$ cat src/design/cbt_pkg.sv
// Register map, field layout and reset values for the CAN configuration and bit-timing block
package cbt_pkg;
    localparam logic [31:0] CBT_MCR_ADDR        = 32'h0017_0000;
    localparam logic [31:0] CBT_CTRL_ADDR       = 32'h0017_0004;
    localparam logic [31:0] CBT_IRQ_STATUS_ADDR = 32'h0017_0008;
    localparam logic [31:0] CBT_IRQ_MASK_ADDR   = 32'h0017_000C;
    localparam logic [31:0] CBT_ADDR_MASK       = 32'h00FF_FFFC;

    localparam int CBT_MOD_DIS_POS   = 31;
    localparam int CBT_FRZ_POS       = 30;
    localparam int CBT_HALT_POS      = 28;
    localparam int CBT_NOTRDY_POS    = 27;
    localparam int CBT_FRZACK_POS    = 24;
    localparam int CBT_PRIV_POS      = 23;
    localparam int CBT_LPACK_POS     = 20;
    localparam int CBT_LASTMB_LSB    = 0;
    localparam int CBT_PRESC_LSB     = 24;
    localparam int CBT_JUMP_LSB      = 22;
    localparam int CBT_PS1_LSB       = 19;
    localparam int CBT_PS2_LSB       = 16;
    localparam int CBT_BOFF_EN_POS   = 15;
    localparam int CBT_ERR_EN_POS    = 14;
    localparam int CBT_CLKSRC_POS    = 13;
    localparam int CBT_LPB_POS       = 12;
    localparam int CBT_SMP_POS       = 7;
    localparam int CBT_RECOVER_POS   = 6;
    localparam int CBT_IRQ_LPACK_POS = 0;
    localparam int CBT_IRQ_BOFF_POS  = 1;
    localparam int CBT_IRQ_ERR_POS   = 2;

    // Writable bit masks for each register
    localparam logic [31:0] CBT_MCR_WMASK       = 32'hD080_000F;
    localparam logic [31:0] CBT_CTRL_WMASK      = 32'hFFFF_F0C7;
    localparam logic [31:0] CBT_CTRL_ANYTIME    = 32'h0000_C040;
    localparam logic [31:0] CBT_IRQ_WMASK       = 32'h0000_0007;

    localparam logic [31:0] CBT_MCR_RESET       = 32'hD000_000F;
    localparam logic [31:0] CBT_CTRL_RESET      = 32'h0000_0000;
    localparam logic [31:0] CBT_IRQ_MASK_RESET  = 32'h0000_0000;

    localparam logic [1:0] CBT_RESP_OKAY   = 2'b00;
    localparam logic [1:0] CBT_RESP_SLVERR = 2'b10;
    localparam logic [1:0] CBT_RESP_DECERR = 2'b11;

    typedef enum logic [2:0] {
        CBT_RUN      = 3'b001,
        CBT_DRAINING = 3'b010,
        CBT_DISABLED = 3'b100
    } cbt_mode_t;
endpackage

$ cat src/design/cbt_core.sv
// AXI4-Lite register file, low-power handshake and time-quantum prescaler
//
// Design decision made here: register access over AXI4-Lite.
`timescale 1ns/1ps

// Operation
// - With privileged-only bit set, refuse non-supervisor register accesses.
// - Raise low-power acknowledge only once disabled, after bus activity finishes.
// - Low-power acknowledge is read-only; reads 1 when disabled, else 0.
// - Buffers taking part equal last buffer index plus one.
// - Last buffer index resets to 0xF, all sixteen buffers active.
// - Interrupt masks and bus-off recovery bit writable in every mode.
// - Quantum clock is selected source divided by prescaler plus one.
// - Prescaler zero divides by one, 0xFF divides by 256.
// - One quantum clock period is the quantum for all segments.
// - Resync jump limited to jump width field plus one quanta.
// - Phase segment one lasts field plus one quanta.
// - Phase segment two lasts field plus one quanta; software uses 1-7.
// - Bus-off interrupt mask enables bus-off request when one.
// - Source select zero picks oscillator, one picks bus clock.
// - Halt bit freezes module when freeze enabled, like debug breakpoint.
// - Module disable bit requests disabled mode, stopping interface clocks.
module cbt_core
    import cbt_pkg::*;
(
    input  wire logic        aclk,
    input  wire logic        aresetn,
    input  wire logic [31:0] s_axi_awaddr,
    input  wire logic [2:0]  s_axi_awprot,
    input  wire logic        s_axi_awvalid,
    output logic             s_axi_awready,
    input  wire logic [31:0] s_axi_wdata,
    input  wire logic [3:0]  s_axi_wstrb,
    input  wire logic        s_axi_wvalid,
    output logic             s_axi_wready,
    output logic [1:0]       s_axi_bresp,
    output logic             s_axi_bvalid,
    input  wire logic        s_axi_bready,
    input  wire logic [31:0] s_axi_araddr,
    input  wire logic [2:0]  s_axi_arprot,
    input  wire logic        s_axi_arvalid,
    output logic             s_axi_arready,
    output logic [31:0]      s_axi_rdata,
    output logic [1:0]       s_axi_rresp,
    output logic             s_axi_rvalid,
    input  wire logic        s_axi_rready,
    input  wire logic        osc_clk_en,
    input  wire logic        debug_breakpoint,
    input  wire logic        bus_activity,
    input  wire logic        busoff_event,
    input  wire logic        error_event,
    output logic             quantum_tick,
    output logic [4:0]       active_buffer_count,
    output logic [2:0]       resync_jump_width,
    output logic [3:0]       phase_seg_one,
    output logic [3:0]       phase_seg_two,
    output logic             sample_three,
    output logic             loop_back,
    output logic             busoff_recovery_ctrl,
    output logic             can_clock_enable,
    output logic             freeze_active,
    output logic             busoff_irq,
    output logic             error_irq,
    output logic             irq
);
    logic [31:0] module_configuration;
    logic [31:0] can_bus_control;
    logic [31:0] irq_status;
    logic [31:0] irq_mask;
    cbt_mode_t   mode;
    cbt_mode_t   next_mode;
    logic        low_power_ack;
    logic [7:0]  presc_cnt;
    logic        aw_held;
    logic        w_held;
    logic [31:0] aw_addr;
    logic [2:0]  aw_prot;
    logic [31:0] w_data;
    logic [3:0]  w_strb;

    function automatic logic [31:0] strb_merge(input logic [31:0] old_v,
                                               input logic [31:0] new_v,
                                               input logic [3:0]  strb,
                                               input logic [31:0] wmask);
        logic [31:0] m;
        m = {{8{strb[3]}}, {8{strb[2]}}, {8{strb[1]}}, {8{strb[0]}}} & wmask;
        return (old_v & ~m) | (new_v & m);
    endfunction

    function automatic logic [31:0] addr_word(input logic [31:0] a);
        return a & CBT_ADDR_MASK;
    endfunction

    wire logic privileged_access_only = module_configuration[CBT_PRIV_POS];
    wire logic module_disable         = module_configuration[CBT_MOD_DIS_POS];
    wire logic frz_en                 = module_configuration[CBT_FRZ_POS];
    wire logic halt_bit               = module_configuration[CBT_HALT_POS];
    wire logic [3:0] last_buffer_index = module_configuration[CBT_LASTMB_LSB +: 4];
    wire logic [7:0] quantum_prescaler = can_bus_control[CBT_PRESC_LSB +: 8];
    wire logic prescaler_source_sel   = can_bus_control[CBT_CLKSRC_POS];
    wire logic busoff_irq_enable      = can_bus_control[CBT_BOFF_EN_POS];
    wire logic error_irq_enable       = can_bus_control[CBT_ERR_EN_POS];

    wire logic freeze_req = frz_en & (halt_bit | debug_breakpoint) & (mode == CBT_RUN);
    wire logic cfg_open   = (mode == CBT_DISABLED) | freeze_req;

    // Write path: address and data may arrive in either order
    wire logic wr_go    = aw_held & w_held & ~s_axi_bvalid;
    wire logic [31:0] wr_word = addr_word(aw_addr);
    wire logic wr_priv_ok = ~privileged_access_only | aw_prot[0];
    wire logic wr_mcr   = wr_go & wr_priv_ok & (wr_word == CBT_MCR_ADDR);
    wire logic wr_ctrl  = wr_go & wr_priv_ok & (wr_word == CBT_CTRL_ADDR);
    wire logic wr_stat  = wr_go & wr_priv_ok & (wr_word == CBT_IRQ_STATUS_ADDR);
    wire logic wr_mask  = wr_go & wr_priv_ok & (wr_word == CBT_IRQ_MASK_ADDR);
    wire logic wr_hit   = (wr_word == CBT_MCR_ADDR) | (wr_word == CBT_CTRL_ADDR)
                        | (wr_word == CBT_IRQ_STATUS_ADDR) | (wr_word == CBT_IRQ_MASK_ADDR);
    wire logic [1:0] wr_resp = ~wr_hit ? CBT_RESP_DECERR
                             : (wr_priv_ok ? CBT_RESP_OKAY : CBT_RESP_SLVERR);

    // masks and recovery always writable, other fields only when disabled or frozen
    wire logic [31:0] ctrl_wmask = cfg_open ? CBT_CTRL_WMASK : CBT_CTRL_ANYTIME;

    wire logic rd_go    = s_axi_arvalid & ~s_axi_rvalid;
    wire logic [31:0] rd_word = addr_word(s_axi_araddr);
    wire logic rd_priv_ok = ~privileged_access_only | s_axi_arprot[0];
    wire logic [31:0] mcr_view = module_configuration
                               | (32'(low_power_ack) << CBT_LPACK_POS)
                               | (32'(mode != CBT_RUN | freeze_req) << CBT_NOTRDY_POS)
                               | (32'(freeze_req) << CBT_FRZACK_POS);
    wire logic rd_hit = (rd_word == CBT_MCR_ADDR) | (rd_word == CBT_CTRL_ADDR)
                      | (rd_word == CBT_IRQ_STATUS_ADDR) | (rd_word == CBT_IRQ_MASK_ADDR);
    wire logic [31:0] rd_mux = (rd_word == CBT_MCR_ADDR)        ? mcr_view
                             : (rd_word == CBT_CTRL_ADDR)       ? can_bus_control
                             : (rd_word == CBT_IRQ_STATUS_ADDR) ? irq_status
                             : (rd_word == CBT_IRQ_MASK_ADDR)   ? irq_mask
                             : 32'h0000_0000;

    // Events: busoff gated by its own mask, sticky status for software
    wire logic [31:0] evt_set = (32'(busoff_event & busoff_irq_enable) << CBT_IRQ_BOFF_POS)
                              | (32'(error_event & error_irq_enable) << CBT_IRQ_ERR_POS)
                              | (32'(next_mode == CBT_DISABLED && mode != CBT_DISABLED)
                                 << CBT_IRQ_LPACK_POS);
    wire logic [31:0] evt_clr = wr_stat ? strb_merge(32'h0000_0000, s_axi_wdata_q(),
                                                     w_strb, CBT_IRQ_WMASK) : 32'h0000_0000;

    function automatic logic [31:0] s_axi_wdata_q();
        return w_data;
    endfunction

    // disabled mode entered only once bus activity has ended
    // disable request drives the mode machine
    always_comb begin
        next_mode = mode;
        unique case (mode)
            CBT_RUN:      if (module_disable) next_mode = CBT_DRAINING;
            CBT_DRAINING: begin
                if (!module_disable) next_mode = CBT_RUN;
                else if (!bus_activity) next_mode = CBT_DISABLED;
            end
            CBT_DISABLED: if (!module_disable) next_mode = CBT_RUN;
        endcase
    end

    // divide the selected source by prescaler plus one
    // source select between oscillator enable and bus clock
    wire logic src_tick  = prescaler_source_sel ? 1'b1 : osc_clk_en;
    // Quantum keeps running while a frame drains; disabled mode or a freeze stops it
    wire logic presc_run = (mode != CBT_DISABLED) & ~freeze_req;
    // value zero wraps every source tick
    wire logic presc_wrap = src_tick & (presc_cnt == quantum_prescaler);

    always_ff @(posedge aclk) begin
        if (!aresetn) begin
            presc_cnt    <= 8'h00;
            quantum_tick <= 1'b0;
        end else begin
            // one tick per quantum for all segment timing
            quantum_tick <= presc_run & presc_wrap;
            if (!presc_run || presc_wrap) presc_cnt <= 8'h00;
            else if (src_tick) presc_cnt <= presc_cnt + 8'h01;
        end
    end

    always_ff @(posedge aclk) begin
        if (!aresetn) begin
            mode          <= CBT_RUN;
            low_power_ack <= 1'b0;
        end else begin
            mode          <= next_mode;
            // flag follows disabled mode only, never written
            // drops as soon as disabled mode is left
            low_power_ack <= (next_mode == CBT_DISABLED);
        end
    end

    always_ff @(posedge aclk) begin
        if (!aresetn) begin
            module_configuration <= CBT_MCR_RESET;
            can_bus_control      <= CBT_CTRL_RESET;
            irq_mask             <= CBT_IRQ_MASK_RESET;
            irq_status           <= 32'h0000_0000;
        end else begin
            if (wr_mcr) module_configuration <= strb_merge(module_configuration, w_data,
                                                           w_strb, CBT_MCR_WMASK);
            if (wr_ctrl) can_bus_control <= strb_merge(can_bus_control, w_data,
                                                       w_strb, ctrl_wmask);
            if (wr_mask) irq_mask <= strb_merge(irq_mask, w_data, w_strb, CBT_IRQ_WMASK);
            // Set wins over a same-cycle clear
            irq_status <= (irq_status & ~evt_clr) | evt_set;
        end
    end

    always_ff @(posedge aclk) begin
        if (!aresetn) begin
            aw_held       <= 1'b0;
            w_held        <= 1'b0;
            aw_addr       <= 32'h0000_0000;
            aw_prot       <= 3'b000;
            w_data        <= 32'h0000_0000;
            w_strb        <= 4'h0;
            s_axi_awready <= 1'b0;
            s_axi_wready  <= 1'b0;
            s_axi_bvalid  <= 1'b0;
            s_axi_bresp   <= CBT_RESP_OKAY;
        end else begin
            s_axi_awready <= ~aw_held & ~s_axi_awready & s_axi_awvalid;
            s_axi_wready  <= ~w_held & ~s_axi_wready & s_axi_wvalid;
            if (s_axi_awvalid && s_axi_awready) begin
                aw_held <= 1'b1;
                aw_addr <= s_axi_awaddr;
                aw_prot <= s_axi_awprot;
            end
            if (s_axi_wvalid && s_axi_wready) begin
                w_held <= 1'b1;
                w_data <= s_axi_wdata;
                w_strb <= s_axi_wstrb;
            end
            if (wr_go) begin
                aw_held      <= 1'b0;
                w_held       <= 1'b0;
                s_axi_bvalid <= 1'b1;
                s_axi_bresp  <= wr_resp;
            end else if (s_axi_bready) begin
                s_axi_bvalid <= 1'b0;
            end
        end
    end

    always_ff @(posedge aclk) begin
        if (!aresetn) begin
            s_axi_arready <= 1'b0;
            s_axi_rvalid  <= 1'b0;
            s_axi_rdata   <= 32'h0000_0000;
            s_axi_rresp   <= CBT_RESP_OKAY;
        end else begin
            s_axi_arready <= rd_go & ~s_axi_arready;
            if (s_axi_arvalid && s_axi_arready) begin
                s_axi_rvalid <= 1'b1;
                // refused read returns zero with slave error
                s_axi_rdata  <= rd_priv_ok ? rd_mux : 32'h0000_0000;
                s_axi_rresp  <= ~rd_hit ? CBT_RESP_DECERR
                              : (rd_priv_ok ? CBT_RESP_OKAY : CBT_RESP_SLVERR);
            end else if (s_axi_rready) begin
                s_axi_rvalid <= 1'b0;
            end
        end
    end

    always_ff @(posedge aclk) begin
        if (!aresetn) begin
            active_buffer_count  <= 5'h10;
            resync_jump_width    <= 3'h1;
            phase_seg_one        <= 4'h1;
            phase_seg_two        <= 4'h1;
            sample_three         <= 1'b0;
            loop_back            <= 1'b0;
            busoff_recovery_ctrl <= 1'b0;
            can_clock_enable     <= 1'b1;
            freeze_active        <= 1'b0;
            busoff_irq           <= 1'b0;
            error_irq            <= 1'b0;
            irq                  <= 1'b0;
        end else begin
            // buffer count is index plus one
            active_buffer_count  <= {1'b0, last_buffer_index} + 5'h01;
            resync_jump_width    <= {1'b0, can_bus_control[CBT_JUMP_LSB +: 2]} + 3'h1;
            phase_seg_one        <= {1'b0, can_bus_control[CBT_PS1_LSB +: 3]} + 4'h1;
            phase_seg_two        <= {1'b0, can_bus_control[CBT_PS2_LSB +: 3]} + 4'h1;
            sample_three         <= can_bus_control[CBT_SMP_POS];
            loop_back            <= can_bus_control[CBT_LPB_POS];
            busoff_recovery_ctrl <= can_bus_control[CBT_RECOVER_POS];
            can_clock_enable     <= (next_mode != CBT_DISABLED);
            freeze_active        <= freeze_req;
            // bus-off request only when its mask is set
            busoff_irq           <= irq_status[CBT_IRQ_BOFF_POS] & busoff_irq_enable;
            error_irq            <= irq_status[CBT_IRQ_ERR_POS] & error_irq_enable;
            irq                  <= |(irq_status & irq_mask);
        end
    end
endmodule

$ cat config.mk
export PLATFORM = sky130hd
export DESIGN_NAME = cbt_core
export DESIGN_NICKNAME = d
export VERILOG_FILES = /design/src/design/cbt_pkg.sv /design/src/design/cbt_core.sv
export SDC_FILE = /design/constraint.sdc
export NUM_CORES = 1
export LEC_CHECK = 0
export ABC_AREA = 1
export BUFFER_PORTS_ARGS = -buffer_cell sky130_fd_sc_hd__clkbuf_2
export CORE_MARGIN = 4
export CORE_UTILIZATION = 47
export CTS_BUF_LIST = sky130_fd_sc_hd__clkbuf_16
export CTS_CLUSTER_SIZE = 25
export DETAILED_ROUTE_END_ITERATION = 10
export PLACE_DENSITY = 0.76
export SETUP_SLACK_MARGIN = 0.5
export SLEW_MARGIN = 15
export SYNTH_ARGS = -nofsm -noshare
export SYNTH_HDL_FRONTEND = slang
export SYNTH_SLANG_ARGS = --single-unit
$ cat constraint.sdc
create_clock -name aclk -period 1.55 [get_ports aclk]
set_clock_uncertainty 0.15 [all_clocks]
set_input_delay 0.2325 -clock aclk [delete_from_list [all_inputs] [get_ports aclk]]
set_output_delay 0.2325 -clock aclk [all_outputs]
set_load 0.1 [all_outputs]
* After elaboration in Yosys (flattened, before gate mapping)
Cells that the tools add are included.
** Storage, ports and cells
- Word-level logic and storage cells :: 152
- Bits of input ports :: 118
- Output and inout port bits :: 66
- Register bits after elaboration :: 269
** Cells by class
- Reductions and logical operators :: 11
- Add/sub/neg operators :: 5
- Bitwise operators :: 65
- Eq/ne operators :: 16
- Muxes and demuxes :: 21
** Operator list (number)
- $and 32x32->32 :: 8
- $mux 32 :: 7
- $eq 22x19->1 const B :: 8
- $not 32->32 :: 3
- $or 32x32->32 :: 3
- $and 32x3->32 :: 1
- $not 3->32 :: 1
- $or 32x21->32 :: 1
- $or 32x25->32 :: 1
- $or 32x28->32 :: 1
- $or 32x3->32 :: 1
- $reduce_or 32->1 :: 1
- $and 1x1->1 :: 22
- $mux 3 :: 4
- $or 1x1->1 :: 11
- $not 1->1 :: 10
- $pmux 3 s3 :: 1
- $add 3x1->4 const B :: 2
- $add 8x1->8 const B :: 1
- $eq 8x8->1 :: 1
- $mux 2 :: 4
- $eq 3x3->1 const B :: 2
- $ne 3x3->1 const B :: 2
- $add 4x1->5 const B :: 1
- 12 further kinds :: 21

* Logic depth before layout (Yosys ltp)
- Word-level depth :: 9
- Depth in mapped cells :: 11
- Depth with buffers taken out :: 11

* Worst setup path after synthesis
OpenSTA, ideal clock, no wires.
- Path type :: flip-flop to flip-flop
- From :: register s_axi_arready
- To :: register s_axi_rdata[18]
- Setup slack :: -0.554 ns
- Library setup time :: 0.070 ns
- Period minus slack after synthesis :: 2.104 ns
- Path buffers :: 1
- Required time :: 1.330 ns
- Arrival :: 1.884 ns
- Stages on the path, launching flop included :: 6
- Path through :: dfxtp_1 nand2_1 nor2_1 buf_2 nand3_1 a21oi_1
** On the way
- Cells in the longest elaborated chain, start to end :: 1
** Ends and longest elaborated chain
- start: declaration :: RTL line cbt_core.sv:42 : output logic s_axi_arready,
- start signal: assignment :: RTL line cbt_core.sv:256 : s_axi_arready <= rd_go & ~s_axi_arready;
- $logic_and 1x1->1 :: RTL line cbt_core.sv:257 : if (s_axi_arvalid && s_axi_arready) begin
- end signal: assignment :: RTL line cbt_core.sv:260 : s_axi_rdata <= rd_priv_ok ? rd_mux : 32'h0000_0000;
- end: declaration :: RTL line cbt_core.sv:43 : output logic [31:0] s_axi_rdata,
No other way between the ends.
A chain may end at the register's enable or synchronous reset.

==> results.cfg <==
[status]
status = complete, but fails checks
violations_in_the_final_reports = negative setup slack

[drt]
post_drt_wl_per_cell_um = 19.84
wl_um = 27500
drc_violation_count_after_routing = 0
drt_first_iter_violations = 570
route.antenna.remaining_nets = 0
drt_pre_antenna_iters = 5
avgViaCountPerCell = 5.418
count_of_vias_placed_by_the_detailed_router = 7509

[global_routing]
grt_pass1_wl_um = 35380
first_global_vias = 7070
track_usage = 0.2741
grt-ovfl-total = 0
grt_max_degree = 59
antenna_found_initial = 0

[final_layout]
final_nets = 1316
diodes = 0
post_layout_nonfiller_instances = 1386
fin_util = 0.8725
multi_input_area_sq_mm = 0.004034
drive_gt1_frac = 0.5058
area.sequential_sq_mm = 0.003481
fin_area_sq_mm = 0.01211
final.fill_count = 641
area_delta_synth_final_pct = 82.18

[clock_tree]
clkSlewWorstSetupHoldPaths_ps = 70
clockBufferDepth = 2
insertion_delay_ps = 450
tritoncts.num_buffers = 17
cts_root_buf = sky130_fd_sc_hd__clkbuf_16
ctsHtreeMaxLevel = 4
cts_tree = yes
cts_sinks = 166

[sta]
fmax_mhz = 532.4
period_share = 1.212
whs_ps = 36.96
rsz0062_at_grt = true
setup_viol_count_final = 43
setup_slack_ps = -328.4
fin_max_slew_vios = 0
final_hold_vios = 0
timing.max_slew.rel_slack = 0.5394
tightestPinTransition_ps = 690.9
layout_min_cycle_time_ps = 1878

[run]
cap_violations = 0

[critical_path]
critical_path_end_type = flop
signal_arrival_time_at_the_worst_endpoint_ps = 2100
critPathKind = reg -> reg
startpoint_type = flop
critical_path_required_ps = 1770
critical_path_peak_fanout = 8

[synth]
synth.mux.area_fraction = 0
synth_top_family_by_area = simple AND/OR/NAND/NOR gates
yosysWarningCount = 0
ys_top_cells_by_area = sky130_fd_sc_hd__dfxtp_1 (50%), sky130_fd_sc_hd__nand2_1 (9.4%), sky130_fd_sc_hd__nor2_1 (8.2%)
synth_flop_cell = sky130_fd_sc_hd__dfxtp_1
post_synth_and_or_nand_nor_area_fraction = 0.2654
synth-edff-count = 0
async_reset_ff_frac = 0
yosysTopAreaCellShare = 0.4999
synth.ff_latch_count = 166
post_synth_fa_ha_maj_area_fraction = 0.009411
syn_area_per_cell_sq_um = 7.444
gate_count_post_synth = 893
synthXorXnorAreaFrac = 0.01318
synth_sequential_area_ratio = 0.4999
synthDominantAreaCellType = sky130_fd_sc_hd__dfxtp_1
syn-cell-area_sq_mm = 0.006648
yosys.cell_types.count = 37
synth_compound_gate_area_share = 0.1344

[die]
die_width_um = 126.9
die_height_um = 126.9
core_area_sq_mm = 0.01388
boundaryPins = 184
die-area_sq_mm = 0.01611
initial_core_util = 0.4789
rows = 43

[placed_design]
io_buffer_count = 147
place_hpwl_um = 12800
placed_area_sq_mm = 0.008402
gp_routability_congestion = 0.8869
post-place-cells = 1243

[worst_hold_path]
worst_hold_path_type = in -> reg

[pwr]
leakagePower_uw = 0.005007
power.density_mw_per_mm2 = 849.5
irDropWorstVdd_uv = 984.2
p_total_uw = 10290
layout make-up:
| class | instances | share of cell area |
|---|---|---|
| tap | 180 | 0.01860 |
| timing repair buffer | 314 | 0.2754 |
| inverter | 83 | 0.03099 |
| timing repair inverter | 3 | 0.004029 |
| multi-input combinational | 608 | 0.3331 |
| clock inverter | 15 | 0.01529 |
| clock buffer | 17 | 0.03513 |
| sequential | 166 | 0.2874 |
synthesized netlist by cell type, types with 4 or more instances:
cell and n:
sky130_fd_sc_hd__ha_1 5, sky130_fd_sc_hd__nor2_2 9, sky130_fd_sc_hd__clkbuf_1 26, sky130_fd_sc_hd__nand2_1 166, sky130_fd_sc_hd__nor2_1 146, sky130_fd_sc_hd__nand3_1 69, sky130_fd_sc_hd__o21ai_0 76, sky130_fd_sc_hd__inv_1 79
sky130_fd_sc_hd__a21oi_1 77, sky130_fd_sc_hd__dfxtp_1 166, sky130_fd_sc_hd__o211ai_1 7, sky130_fd_sc_hd__buf_1 4, sky130_fd_sc_hd__buf_4 6, sky130_fd_sc_hd__nor3_1 10, sky130_fd_sc_hd__xnor2_1 7
critical path, stage by stage (launching register included):
cell	delay [ps]
sky130_fd_sc_hd__dfxtp_2	350
sky130_fd_sc_hd__nor4_2	350
sky130_fd_sc_hd__nand3_1	180
sky130_fd_sc_hd__buf_6	170
sky130_fd_sc_hd__nor2_4	120
sky130_fd_sc_hd__nand3_2	180
sky130_fd_sc_hd__nand2_1	120
sky130_fd_sc_hd__nand2_1	60
sky130_fd_sc_hd__nor2_1	110
per-stage QoR:
stage	setup slack [ps]	TNS, ps
floorplan	-30.83	-548.1
global placement	-130.3	-3701
detailed placement	-195.9	-5762
CTS	-135.9	-3149
global route	-412.9	-12090
finish	-328.4	-9382
path summary, 6_finish.rpt:
check / startpoint / to / slack [ps] / depth (start not counted)
worst max-delay path: aw_addr[4] / flop / -330 / 8
worst min-delay path: osc_clk_en / presc_cnt[0] / 40 / 5
worst max register to register: aw_addr[4] / flop / -330 / 8
worst min register to register: w_data[3] / w_data[3] / 310 / 2
power breakdown:
group	total, uW	leakage (uW)	switching, uW	internal [uW]
sequential	4450	0.00138	115	4340
combinational	1330	0.00333	766	568
clock	4500	0.000290	1830	2670
total	10300	0.00501	2710	7580
per-layer routing:
metal,share of wire,vias to the layer above,track usage
met5,0,-,0
met4,0.036,0,0.08265
met2,0.52,379,0.4891
met3,0.064,80,0.06021
met1,0.38,3562,0.3296
li1,-,3488,-
what timing repair did:
action,in CTS,in global routing
gates resized for setup,276,227
endpoints found under the hold margin,62,0
gates cloned,1,8
pin swaps,53,44
hold buffers,61,0
setup buffers,19,22
endpoints found under the setup margin,206,210
logic make-up (layout without fill, tap and decap cells):
| kind of cell | after synthesis | count (layout) |
|---|---|---|
| flip-flops | 166 | 166 |
| XOR/XNOR | 10 | 10 |
| AO/OA/AOI/OAI | 170 | 170 |
| buffers and inverters | 124 | 432 |
| other | 1 | 6 |
| adder cells (fa/ha/maj) | 5 | 5 |
| AND/OR/NAND/NOR | 417 | 417 |
cell usage in the layout, fill, tap and decap left out, types with 3 or more instances in the layout:
cell                              n
sky130_fd_sc_hd__o21ai_2         33
sky130_fd_sc_hd__buf_6           24
sky130_fd_sc_hd__o21ai_0          8
sky130_fd_sc_hd__conb_1           6
sky130_fd_sc_hd__nand2_2         14
sky130_fd_sc_hd__dfxtp_1         80
sky130_fd_sc_hd__nor2_4          43
sky130_fd_sc_hd__dfxtp_2         66
sky130_fd_sc_hd__dfxtp_4         20
sky130_fd_sc_hd__nor3_2           4
sky130_fd_sc_hd__a21oi_1         37
sky130_fd_sc_hd__clkbuf_2        86
sky130_fd_sc_hd__nand4_1          3
sky130_fd_sc_hd__nand3_2         16
sky130_fd_sc_hd__nor2_2          20
sky130_fd_sc_hd__nand2_8          4
sky130_fd_sc_hd__nand2_1        142
sky130_fd_sc_hd__clkinv_1         4
sky130_fd_sc_hd__inv_4            6
sky130_fd_sc_hd__o21ai_4         14
sky130_fd_sc_hd__o21ai_1         23
sky130_fd_sc_hd__buf_4           68
sky130_fd_sc_hd__clkbuf_16       21
sky130_fd_sc_hd__nor3_1           6
sky130_fd_sc_hd__buf_12          69
sky130_fd_sc_hd__inv_1           61
sky130_fd_sc_hd__nor2_1          94
sky130_fd_sc_hd__clkinv_8         3
sky130_fd_sc_hd__nand2_4          8
sky130_fd_sc_hd__bufinv_16        4
sky130_fd_sc_hd__a21oi_2         39
sky130_fd_sc_hd__nand3_1         48
sky130_fd_sc_hd__dlygate4sd3_1   61
sky130_fd_sc_hd__xor2_1           3
sky130_fd_sc_hd__inv_2           12
sky130_fd_sc_hd__xnor2_1          5
sky130_fd_sc_hd__o211ai_1         7
sky130_fd_sc_hd__nand3_4          8
sky130_fd_sc_hd__clkinvlp_4       4
sky130_fd_sc_hd__inv_6            3
Note: power is estimated with default switching activity, not from simulation.
